`src/verilog/beel_pkg.sv`:
```
// Constants, codes and carrier types for the bus interface error log.
// Assumes one 100 MHz module clock and event strobes from the bus
// interface logic on that same clock.
// Summary of operation
// - Status clears on reset, DCOK low, IO reset
// - Events set bits; write one clears
// - Status takes byte, word, longword access
// - Master page captures address 21:9, upper zero
// - Master page valid only with parity/timeout
// - Repeat master error sets lost bit
// - Writing either page register raises machine check
// - Slave page captures address 28:9, upper zero
// - Slave page holds until both bits cleared
// - Demand read timeout: abort, check, flag, capture
// - Write timeout sets bit 7, interrupt 1D/60
// - Read-lock error aborts, releases lock and bus
// - Multi-longword to bus space aborts with check
// - No grant in 10ms: abort, check, flag
// - Demand read parity: abort, check, flag, capture
// - Map write error interrupts; map read checks
// - DMA nonexistent memory: bit 0, interrupt, capture
// - DMA read error: capture, flags, bus parity
// - DMA write error interrupts, master not told
// - No acknowledge in 10us: withdraw, wait 500ns
// - Remote demand read error: check, capture, bit
// - Remote write error: interrupt, capture, bit
// - Memory error flag follows bits 4/0, clears
package beel_pkg;
  // Register byte addresses
  localparam logic [31:0] BEEL_ADDR_STATUS = 32'h2008_0004;
  localparam logic [31:0] BEEL_ADDR_MPAGE = 32'h2008_0008;
  localparam logic [31:0] BEEL_ADDR_SPAGE = 32'h2008_000C;
  localparam logic [3:0] BEEL_BE_LONG = 4'hF;
  // Status bit positions
  localparam int BEEL_ST_SLV_NXM = 0;
  localparam int BEEL_ST_NO_GRANT = 2;
  localparam int BEEL_ST_LOST = 3;
  localparam int BEEL_ST_MEM_ERR = 4;
  localparam int BEEL_ST_PARITY = 5;
  localparam int BEEL_ST_TIMEOUT = 7;
  localparam int BEEL_ST_W = 8;
  // Address capture fields
  localparam int BEEL_MADDR_LO = 9;
  localparam int BEEL_MADDR_HI = 21;
  localparam int BEEL_SADDR_LO = 9;
  localparam int BEEL_SADDR_HI = 28;
  localparam int BEEL_MPAGE_W = BEEL_MADDR_HI - BEEL_MADDR_LO + 1;
  localparam int BEEL_SPAGE_W = BEEL_SADDR_HI - BEEL_SADDR_LO + 1;
  // Interrupt identity
  localparam logic [4:0] BEEL_IRQ_LEVEL = 5'h1D;
  localparam logic [8:0] BEEL_IRQ_VECTOR = 9'h060;
  localparam logic [1:0] BEEL_BUS_PARITY = 2'h3;
  // Timing
  localparam int BEEL_CLK_NS = 10;
  localparam int BEEL_RESP_TO_NS = 10000;
  localparam int BEEL_GRANT_TO_MS = 10;
  localparam int BEEL_SACK_TO_NS = 10000;
  localparam int BEEL_HOLDOFF_NS = 500;
  localparam int BEEL_RESP_CYC = BEEL_RESP_TO_NS / BEEL_CLK_NS;
  localparam int BEEL_GRANT_CYC = BEEL_GRANT_TO_MS * 1000000 / BEEL_CLK_NS;
  localparam int BEEL_SACK_CYC = BEEL_SACK_TO_NS / BEEL_CLK_NS;
  localparam int BEEL_HOLD_CYC = (BEEL_HOLDOFF_NS + BEEL_CLK_NS - 1) / BEEL_CLK_NS;
  localparam int BEEL_TMR_W = 20;
  localparam int BEEL_ARB_W = 11;
  // Reference kinds of the cycle in which an error arrives
  typedef enum logic [3:0] {
    BEEL_K_NONE = 4'h0, BEEL_K_DEMAND = 4'h1, BEEL_K_PREFETCH = 4'h2,
    BEEL_K_VECTOR = 4'h3, BEEL_K_WRITE = 4'h4, BEEL_K_LOCK = 4'h5,
    BEEL_K_MAP_RD = 4'h6, BEEL_K_MAP_WR = 4'h7, BEEL_K_DMA_RD = 4'h8,
    BEEL_K_DMA_WR = 4'h9, BEEL_K_LMGH_RD = 4'hA, BEEL_K_LMGH_WR = 4'hB
  } beel_kind_type;
  // Arbiter grant states
  typedef enum logic [3:0] {
    BEEL_A_IDLE = 4'b0001, BEEL_A_GRANT = 4'b0010,
    BEEL_A_BUSY = 4'b0100, BEEL_A_HOLD = 4'b1000
  } beel_arb_type;
  // Error strobes from the bus interface
  typedef struct packed {
    beel_kind_type kind;
    logic parity;
    logic mem_err;
    logic nxm;
    logic multi_lw;
    logic wait_resp;
    logic wait_grant;
    logic [BEEL_MADDR_HI:0] bus_addr;
    logic [BEEL_SADDR_HI:0] map_addr;
  } beel_evt_type;
  // Responses to the processor and bus
  typedef struct packed {
    logic abort;
    logic mcheck;
    logic lock_release;
    logic bus_release;
    logic irq_req;
    logic [4:0] irq_level;
    logic [8:0] irq_vector;
    logic [1:0] bus_data_lines_par;
  } beel_resp_type;
endpackage : beel_pkg
```
`src/verilog/beel_error_log.sv`:
```
// Error detection, logging and reporting for the system bus interface.
// Assumes error strobes and register strobes on clk_in; DCOK and the
// bus acknowledge are pins and are synchronised here.
module beel_error_log
  import beel_pkg::*;
#(
  parameter int GRANT_CYC = BEEL_GRANT_CYC
)(
  // Clock and reset
  input wire logic clk_in,
  input wire logic rst_in,
  input wire logic dcok_in,
  input wire logic io_reset_register_write_in,
  // Local processor register port
  input wire logic [31:0] reg_addr_in,
  input wire logic reg_rd_in,
  input wire logic reg_wr_in,
  input wire logic [3:0] reg_be_in,
  input wire logic [31:0] reg_wdata_in,
  output logic [31:0] reg_rdata_out,
  output logic reg_ack_out,
  // Error strobes and responses
  input wire beel_evt_type evt_in,
  input wire logic irq_ack_in,
  output beel_resp_type resp_out,
  output logic interprocessor_register_mem_err_out,
  // Arbiter grant path
  input wire logic arb_req_in,
  input wire logic sack_in,
  output logic grant_out
);

  typedef struct packed {
    logic dcok_s1;
    logic dcok_s2;
    logic sack_s1;
    logic sack_s2;
    logic [BEEL_ST_W-1:0] status;
    logic [BEEL_MPAGE_W-1:0] mpage;
    logic [BEEL_SPAGE_W-1:0] spage;
    logic ip_mem_err;
    logic [BEEL_TMR_W-1:0] resp_cnt;
    logic [BEEL_TMR_W-1:0] grant_cnt;
    beel_arb_type arb;
    logic [BEEL_ARB_W-1:0] arb_cnt;
    beel_resp_type resp;
    logic [31:0] rdata;
    logic ack;
  } beel_state_type;

  beel_state_type r;
  beel_state_type next_r;

  // Kinds whose slave errors are logged into the slave page
  function automatic logic slave_logs(input beel_kind_type k);
    slave_logs = (k == BEEL_K_MAP_WR) || (k == BEEL_K_DMA_RD) || (k == BEEL_K_DMA_WR) ||
                 (k == BEEL_K_LMGH_RD) || (k == BEEL_K_LMGH_WR);
  endfunction

  // Address match for the register port
  function automatic logic hit(input logic [31:0] a, input logic [31:0] reg_addr);
    hit = (a == reg_addr);
  endfunction

  logic clr_all;
  logic resp_to;
  logic grant_to;
  logic m_evt;
  logic m_capture;
  logic s_evt;
  logic [BEEL_ST_W-1:0] set_bits;
  logic [BEEL_ST_W-1:0] clr_bits;
  logic do_abort;
  logic do_mcheck;
  logic do_irq;

  // Next state
  always_comb
  begin
    next_r = r;
    set_bits = '0;
    clr_bits = '0;
    do_abort = 1'b0;
    do_mcheck = 1'b0;
    do_irq = 1'b0;
    m_evt = 1'b0;
    m_capture = 1'b0;
    s_evt = 1'b0;
    // Pin synchronisers
    next_r.dcok_s1 = dcok_in;
    next_r.dcok_s2 = r.dcok_s1;
    next_r.sack_s1 = sack_in;
    next_r.sack_s2 = r.sack_s1;
    clr_all = !r.dcok_s2 || io_reset_register_write_in;
    // No-response timer on a processor bus cycle
    resp_to = evt_in.wait_resp && (r.resp_cnt == BEEL_TMR_W'(BEEL_RESP_CYC - 1));
    next_r.resp_cnt = evt_in.wait_resp && !resp_to ? r.resp_cnt + 1'b1 : '0;
    // Grant wait timer on a demand read
    grant_to = evt_in.wait_grant && (r.grant_cnt == BEEL_TMR_W'(GRANT_CYC - 1));
    next_r.grant_cnt = evt_in.wait_grant && !grant_to ? r.grant_cnt + 1'b1 : '0;
    // Master side errors
    if (resp_to)
    begin
      case (evt_in.kind)
        BEEL_K_DEMAND:
        begin
          do_abort = 1'b1;
          do_mcheck = 1'b1;
          m_evt = 1'b1;
          m_capture = 1'b1;
        end
        BEEL_K_PREFETCH, BEEL_K_VECTOR: do_abort = 1'b1;
        BEEL_K_WRITE:
        begin
          m_evt = 1'b1;
          do_irq = 1'b1;
        end
        default: ;
      endcase
    end
    if (m_evt)
      set_bits[BEEL_ST_TIMEOUT] = 1'b1;
    if (evt_in.parity)
    begin
      case (evt_in.kind)
        BEEL_K_DEMAND:
        begin
          do_abort = 1'b1;
          do_mcheck = 1'b1;
          set_bits[BEEL_ST_PARITY] = 1'b1;
          m_evt = 1'b1;
          m_capture = 1'b1;
        end
        BEEL_K_PREFETCH: do_abort = 1'b1;
        default: ;
      endcase
    end
    // First master error wins; a later one only marks loss
    if (m_evt && (r.status[BEEL_ST_PARITY] || r.status[BEEL_ST_TIMEOUT]))
    begin
      set_bits[BEEL_ST_LOST] = 1'b1;
      set_bits[BEEL_ST_PARITY] = 1'b0;
      set_bits[BEEL_ST_TIMEOUT] = 1'b0;
    end
    else if (m_capture)
      next_r.mpage = evt_in.bus_addr[BEEL_MADDR_HI:BEEL_MADDR_LO];
    // Demand read without grant
    if (grant_to && evt_in.kind == BEEL_K_DEMAND)
    begin
      do_abort = 1'b1;
      do_mcheck = 1'b1;
      set_bits[BEEL_ST_NO_GRANT] = 1'b1;
    end
    // Multiple longword to bus space
    if (evt_in.multi_lw)
    begin
      do_abort = 1'b1;
      do_mcheck = 1'b1;
    end
    // Local memory side errors
    if (evt_in.mem_err || evt_in.nxm)
    begin
      case (evt_in.kind)
        BEEL_K_LOCK:
        begin
          do_abort = 1'b1;
          do_mcheck = 1'b1;
          next_r.resp.lock_release = 1'b1;
          next_r.resp.bus_release = 1'b1;
        end
        BEEL_K_MAP_RD:
        begin
          do_abort = 1'b1;
          do_mcheck = 1'b1;
        end
        BEEL_K_LMGH_RD:
        begin
          do_abort = 1'b1;
          do_mcheck = 1'b1;
        end
        BEEL_K_DMA_RD:
          if (evt_in.mem_err)
            next_r.resp.bus_data_lines_par = BEEL_BUS_PARITY;
          else
            do_irq = 1'b1;
        BEEL_K_MAP_WR, BEEL_K_DMA_WR, BEEL_K_LMGH_WR: do_irq = 1'b1;
        default: ;
      endcase
      s_evt = slave_logs(evt_in.kind);
    end
    if (s_evt)
    begin
      set_bits[BEEL_ST_MEM_ERR] = evt_in.mem_err;
      set_bits[BEEL_ST_SLV_NXM] = evt_in.nxm && !evt_in.mem_err;
      if (r.status[BEEL_ST_MEM_ERR] || r.status[BEEL_ST_SLV_NXM])
        set_bits[BEEL_ST_LOST] = 1'b1;
      else
        next_r.spage = evt_in.map_addr[BEEL_SADDR_HI:BEEL_SADDR_LO];
    end
    // Register port: status on any width, pages read only
    next_r.ack = reg_rd_in || reg_wr_in;
    next_r.rdata = '0;
    if (reg_wr_in && hit(BEEL_ADDR_STATUS, reg_addr_in) && reg_be_in[0])
      clr_bits = reg_wdata_in[BEEL_ST_W-1:0];
    if (reg_wr_in && (hit(BEEL_ADDR_MPAGE, reg_addr_in) || hit(BEEL_ADDR_SPAGE, reg_addr_in)))
      do_mcheck = 1'b1;
    if (reg_rd_in)
    begin
      if (hit(BEEL_ADDR_STATUS, reg_addr_in))
        next_r.rdata = {{(32 - BEEL_ST_W){1'b0}}, r.status};
      else if (hit(BEEL_ADDR_MPAGE, reg_addr_in))
        next_r.rdata = {{(32 - BEEL_MPAGE_W){1'b0}}, r.mpage};
      else if (hit(BEEL_ADDR_SPAGE, reg_addr_in))
        next_r.rdata = {{(32 - BEEL_SPAGE_W){1'b0}}, r.spage};
    end
    // Status update: an event in the same cycle beats its clear
    next_r.status = (r.status & ~clr_bits) | set_bits;
    // Memory error copy in the interprocessor register
    if (next_r.status[BEEL_ST_MEM_ERR] || next_r.status[BEEL_ST_SLV_NXM])
      next_r.ip_mem_err = 1'b1;
    else if (clr_bits[BEEL_ST_MEM_ERR])
      next_r.ip_mem_err = 1'b0;
    // One-cycle responses, interrupt held until acknowledged
    next_r.resp.abort = do_abort;
    next_r.resp.mcheck = do_mcheck;
    if (!(evt_in.mem_err || evt_in.nxm) || evt_in.kind != BEEL_K_LOCK)
    begin
      next_r.resp.lock_release = 1'b0;
      next_r.resp.bus_release = 1'b0;
    end
    if (!(evt_in.mem_err && evt_in.kind == BEEL_K_DMA_RD))
      next_r.resp.bus_data_lines_par = '0;
    next_r.resp.irq_req = do_irq || (r.resp.irq_req && !irq_ack_in);
    next_r.resp.irq_level = BEEL_IRQ_LEVEL;
    next_r.resp.irq_vector = BEEL_IRQ_VECTOR;
    // Arbiter: withdraw a grant that is never acknowledged
    next_r.arb_cnt = '0;
    case (r.arb)
      BEEL_A_IDLE:
        if (arb_req_in)
          next_r.arb = BEEL_A_GRANT;
      BEEL_A_GRANT:
        if (r.sack_s2)
          next_r.arb = BEEL_A_BUSY;
        else if (r.arb_cnt == BEEL_ARB_W'(BEEL_SACK_CYC - 1))
          next_r.arb = BEEL_A_HOLD;
        else
          next_r.arb_cnt = r.arb_cnt + 1'b1;
      BEEL_A_BUSY:
        if (!r.sack_s2)
          next_r.arb = BEEL_A_IDLE;
      BEEL_A_HOLD:
        if (r.arb_cnt == BEEL_ARB_W'(BEEL_HOLD_CYC - 1))
          next_r.arb = BEEL_A_IDLE;
        else
          next_r.arb_cnt = r.arb_cnt + 1'b1;
      default: next_r.arb = BEEL_A_IDLE;
    endcase
    // Power-up, DCOK and IO reset clear the log
    if (clr_all)
    begin
      next_r.status = '0;
      next_r.ip_mem_err = 1'b0;
    end
  end

  // State register
  always_ff @(posedge clk_in)
  begin
    if (rst_in)
    begin
      r <= '0;
      r.arb <= BEEL_A_IDLE;
      r.resp.irq_level <= BEEL_IRQ_LEVEL;
      r.resp.irq_vector <= BEEL_IRQ_VECTOR;
    end
    else
      r <= next_r;
  end

  // Outputs straight from state
  assign reg_rdata_out = r.rdata;
  assign reg_ack_out = r.ack;
  assign resp_out = r.resp;
  assign interprocessor_register_mem_err_out = r.ip_mem_err;
  assign grant_out = r.arb == BEEL_A_GRANT;
endmodule // beel_error_log

```
`config.mk`:
```
export PLATFORM = sky130hd
export DESIGN_NAME = beel_error_log
export DESIGN_NICKNAME = d
export VERILOG_FILES = /design/src/verilog/beel_pkg.sv /design/src/verilog/beel_error_log.sv
export SDC_FILE = /design/constraint.sdc
export NUM_CORES = 1
export LEC_CHECK = 0
export BUFFER_PORTS_ARGS = -buffer_cell sky130_fd_sc_hd__buf_2
export CAP_MARGIN = 20
export CORE_MARGIN = 4
export CORE_UTILIZATION = 30
export CTS_BUF_LIST = sky130_fd_sc_hd__clkbuf_4 sky130_fd_sc_hd__clkbuf_8
export CTS_CLUSTER_SIZE = 28
export DETAILED_ROUTE_END_ITERATION = 16
export PLACE_DENSITY = 0.51
export SYNTH_ARGS = -nofsm -noshare
export SYNTH_HDL_FRONTEND = slang
export SYNTH_SLANG_ARGS = --single-unit
```
`constraint.sdc`:
```
create_clock -name clk_in -period 2 [get_ports clk_in]
set_input_delay 0.1 -clock clk_in [delete_from_list [all_inputs] [get_ports clk_in]]
set_output_delay 0.1 -clock clk_in [all_outputs]
set_load 0.05 [all_outputs]
```
==> key figures <==
STA
  • Final min period: 1.988 ns
  • Final period utilization: 0.9939
  • Worst-margin pin slew: 0.5380 ns
  • Final setup margin: 0.01224 ns
  • Fin. Hold Viols: 0
  • Fmax: 0.5031 GHz
  • Max Slew Vio Count: 0
  • Setup TNS: 0 ns
  • Final setup vio count: 0
  • Max_slew headroom: 0.6363
  • RSZ-0062 raised after global routing: true
  • Final Skew: 0.01201 ns

Global route
  • Grt peak-use layer: met2
  • GR Layer Usage met1: 0.1871
  • GR met2 Demand/Resource: 0.2318
  • Global route overflow: 0
  • First-pass GRT wire length: 25.61 mm
  • Antenna violations before repair: 1
  • GR Util met3: 0.04300
  • Largest net degree at the start of global routing: 44
  • GRT Total Usage: 0.1418
  • Vias in the first global route: 5133

Logic synthesis
  • Synth unique cells: 52
  • Async SR Flop Fraction: 0
  • Synth Register Bits: 127
  • Main flop type after synthesis: dfxtp_1
  • Post-synthesis cell area: 0.006052 mm²
  • Post-synth EDFFs: 0
  • Synth Instances: 695
  • Syn Area/Cell: 8.708 µm²
  • Yosys warns: 0
  • Post-synthesis sequential area ratio: 0.4201

Die
  • Die width: 150.0 µm
  • Die ar.: 0.02251 mm²
  • Starting Density: 0.3079
  • Die Y: 150.0 µm
  • Rows: 51
  • I/O Pins: 194
  • Core area: 0.01965 mm²

Worst setup path
  • Crit Path Class: reg -> reg
  • CP endpoint kind: flip-flop
  • Kind of start point of the critical path: flip-flop
  • CP cell instances: or4b_1 -> or4_4 -> nor4_4 -> buf_12 -> or4b_2 -> nand3_1
  • Reg-to-reg slack, setup: 0.01 ns
  • Arrival @ worst endpoint: 2.31 ns
  • Critical-path top delay cell: or4b_1
  • Critical Path RT: 2.33 ns
  • Critical R2R Capture: r[142]
  • RR Startpoint: r[102]
  • Reg2reg path depth: 6
  • Crit path max fanout: 26
  • Critical path's largest stage delay: 0.52 ns

Worst hold path
  • HP Start: irq_ack_in
  • Hold Crit Class: in -> reg
  • WHS Path Cells: 4
  • Hold EP: resp_out[16]

Final layout
  • Area grow syn2layout: 30.89%
  • Multi-input logic area: 0.003078 mm²
  • Share of cells above drive strength 1: 0.2520
  • Register area: 0.002544 mm²
  • # fillers: 2037
  • Final Cell Area: 0.007921 mm²
  • Nets: 1010
  • Final core utilization: 0.4030

Clock tree
  • CTS tree: done
  • Htree depth: 4
  • Root buffer cell: clkbuf_8
  • Worst skew pair latency: 0.44 ns
  • Total CTS buffers: 17
  • Clk sinks: 127
  • Clock Path Buffers: 2
  • CTS clk-pin slew, worst paths: 0.08 ns

Pwr
  • Pwr/cell area: 717.1 mW/mm²
  • Final Power: 5.680 mW
  • Leakage: 3.269 nW
  • Maximum vdd drop: 370.2 µV

Drt
  • Vias: 5240
  • WL final: 16.34 mm
  • WL per Instance: 14.24 µm
  • Residual DRC: 0
  • Initial DRC count: 212
  • Detailed Routing Iterations Pass 1: 5
  • Vias per cell: 4.568
  • Final ANT Viol Nets: 0

Place
  • Pre-CTS setup slack: -0.1244 ns
  • I/O Buffers: 122
  • Post-Place Cell Area: 0.006877 mm²
  • HPWL after DPL: 11.51 mm
  • Global placement routability congestion: 0.7387

Status
  • Outcome: completed

Flow run
  • Number of max-cap violations: 0
-- cell usage in the layout, fill, tap and decap left out, types with 28 or more instances in the layout --
master / instances
xnor2_1: 29
buf_2: 122
nand2_1: 32
dfxtp_1: 126
buf_4: 35
and3_1: 28
dlygate4sd3_1: 53
nand3_1: 32
nor2_1: 107
-- registers in the layout (all words and copies together), names as in the netlist --
name                                 count
resp_out                                 5
r                                       98
reg_ack_out                              1
interprocessor_register_mem_err_out      1
reg_rdata_out                           20
next_r                                   2
-- cells by family after synthesis --
family / Yosys count / share of synthesized area
AND/OR/NAND/NOR: 329 / 0.3012
adder cells (fa/ha/maj): 4 / 0.008270
buffers and inverters: 99 / 0.09944
other: 2 / 0.001241
multiplexers: 26 / 0.04300
XOR/XNOR: 45 / 0.06512
flip-flops: 127 / 0.4201
AO/OA/AOI/OAI: 63 / 0.06161
-- Yosys cell counts, drive strengths merged (16+ instances only) --
cell type,instances,area share
xnor2,29,0.042
nand3,32,0.026
nand2,32,0.020
nand4,24,0.025
dfxtp,127,0.42
xor2,16,0.023
or4b,17,0.028
a31oi,20,0.021
buf,62,0.076
a21oi,19,0.016
and3,28,0.029
clkbuf,23,0.015
mux2i,26,0.043
nor2,107,0.066
-- routing by layer --
| metal | up-vias | wire [µm] |
|---|---|---|
| li1 | 2716 | - |
| met1 | 2414 | 7747 |
| met2 | 100 | 7664 |
| met3 | 8 | 849 |
| met4 | 2 | 64 |
| met5 | - | 12 |
-- critical path: cells and delay by family, from the launching register on --
| family | cells | cell delay, ns |
|---|---|---|
| simple gates | 5 | 1.37 |
| flops | 1 | 0.32 |
| buf+inv | 1 | 0.20 |
-- area by class of cell --
| cell class | instances | area share |
|---|---|---|
| Clock buffer | 17 | 0.02954 |
| Tap cell | 265 | 0.04186 |
| Timing Repair Buffer | 214 | 0.1869 |
| Multi-Input combinational cell | 494 | 0.3886 |
| Sequential cell | 127 | 0.3211 |
| Clock inverter | 15 | 0.02511 |
| Antenna cell | 1 | 0.0003159 |
| Inverter | 14 | 0.006634 |
-- what timing repair did --
item                                   CTS  global route
setup endpoints to repair               11            26
hold buffers                            53             0
pin swaps                                1             1
gates cloned                             1             1
gates resized for setup                  3             7
endpoints found under the hold margin   52             0
setup buffers                            0             1
-- stage by stage --
| stage | hold slack (ns) | cells |
|---|---|---|
| floorplan | 0.1870 | 719 |
| global placement | 0.2769 | 1058 |
| detailed placement | 0.2760 | 1058 |
| CTS | 0.01286 | 1144 |
| global route | 0.03982 | 1146 |
| finish | 0.04644 | 1147 |
-- worst max-delay path by stage --
stage                         start               end  slack [ns]  cells past startpoint
global route                 r[102]            r[142]       -0.05                      6
finish                       r[102]            r[142]        0.01                      6
CTS                           r[65]             r[60]      0.0003                      5
global placement    reg_addr_in[15]  reg_rdata_out[0]       -0.12                      7
detailed placement  reg_addr_in[15]  reg_rdata_out[1]       -0.12                      7
floorplan                     r[67]             r[57]       -0.41                      7
-- power breakdown --
group / switching, mW / total [mW] / internal [mW] / leakage (nW)
registers: 0.0255 / 2.60 / 2.58 / 1.03
clock network: 1.17 / 2.46 / 1.28 / 0.217
logic: 0.363 / 0.624 / 0.261 / 2.02
total: 1.56 / 5.68 / 4.12 / 3.27
No activity file was read; power rests on OpenSTA's default activity.
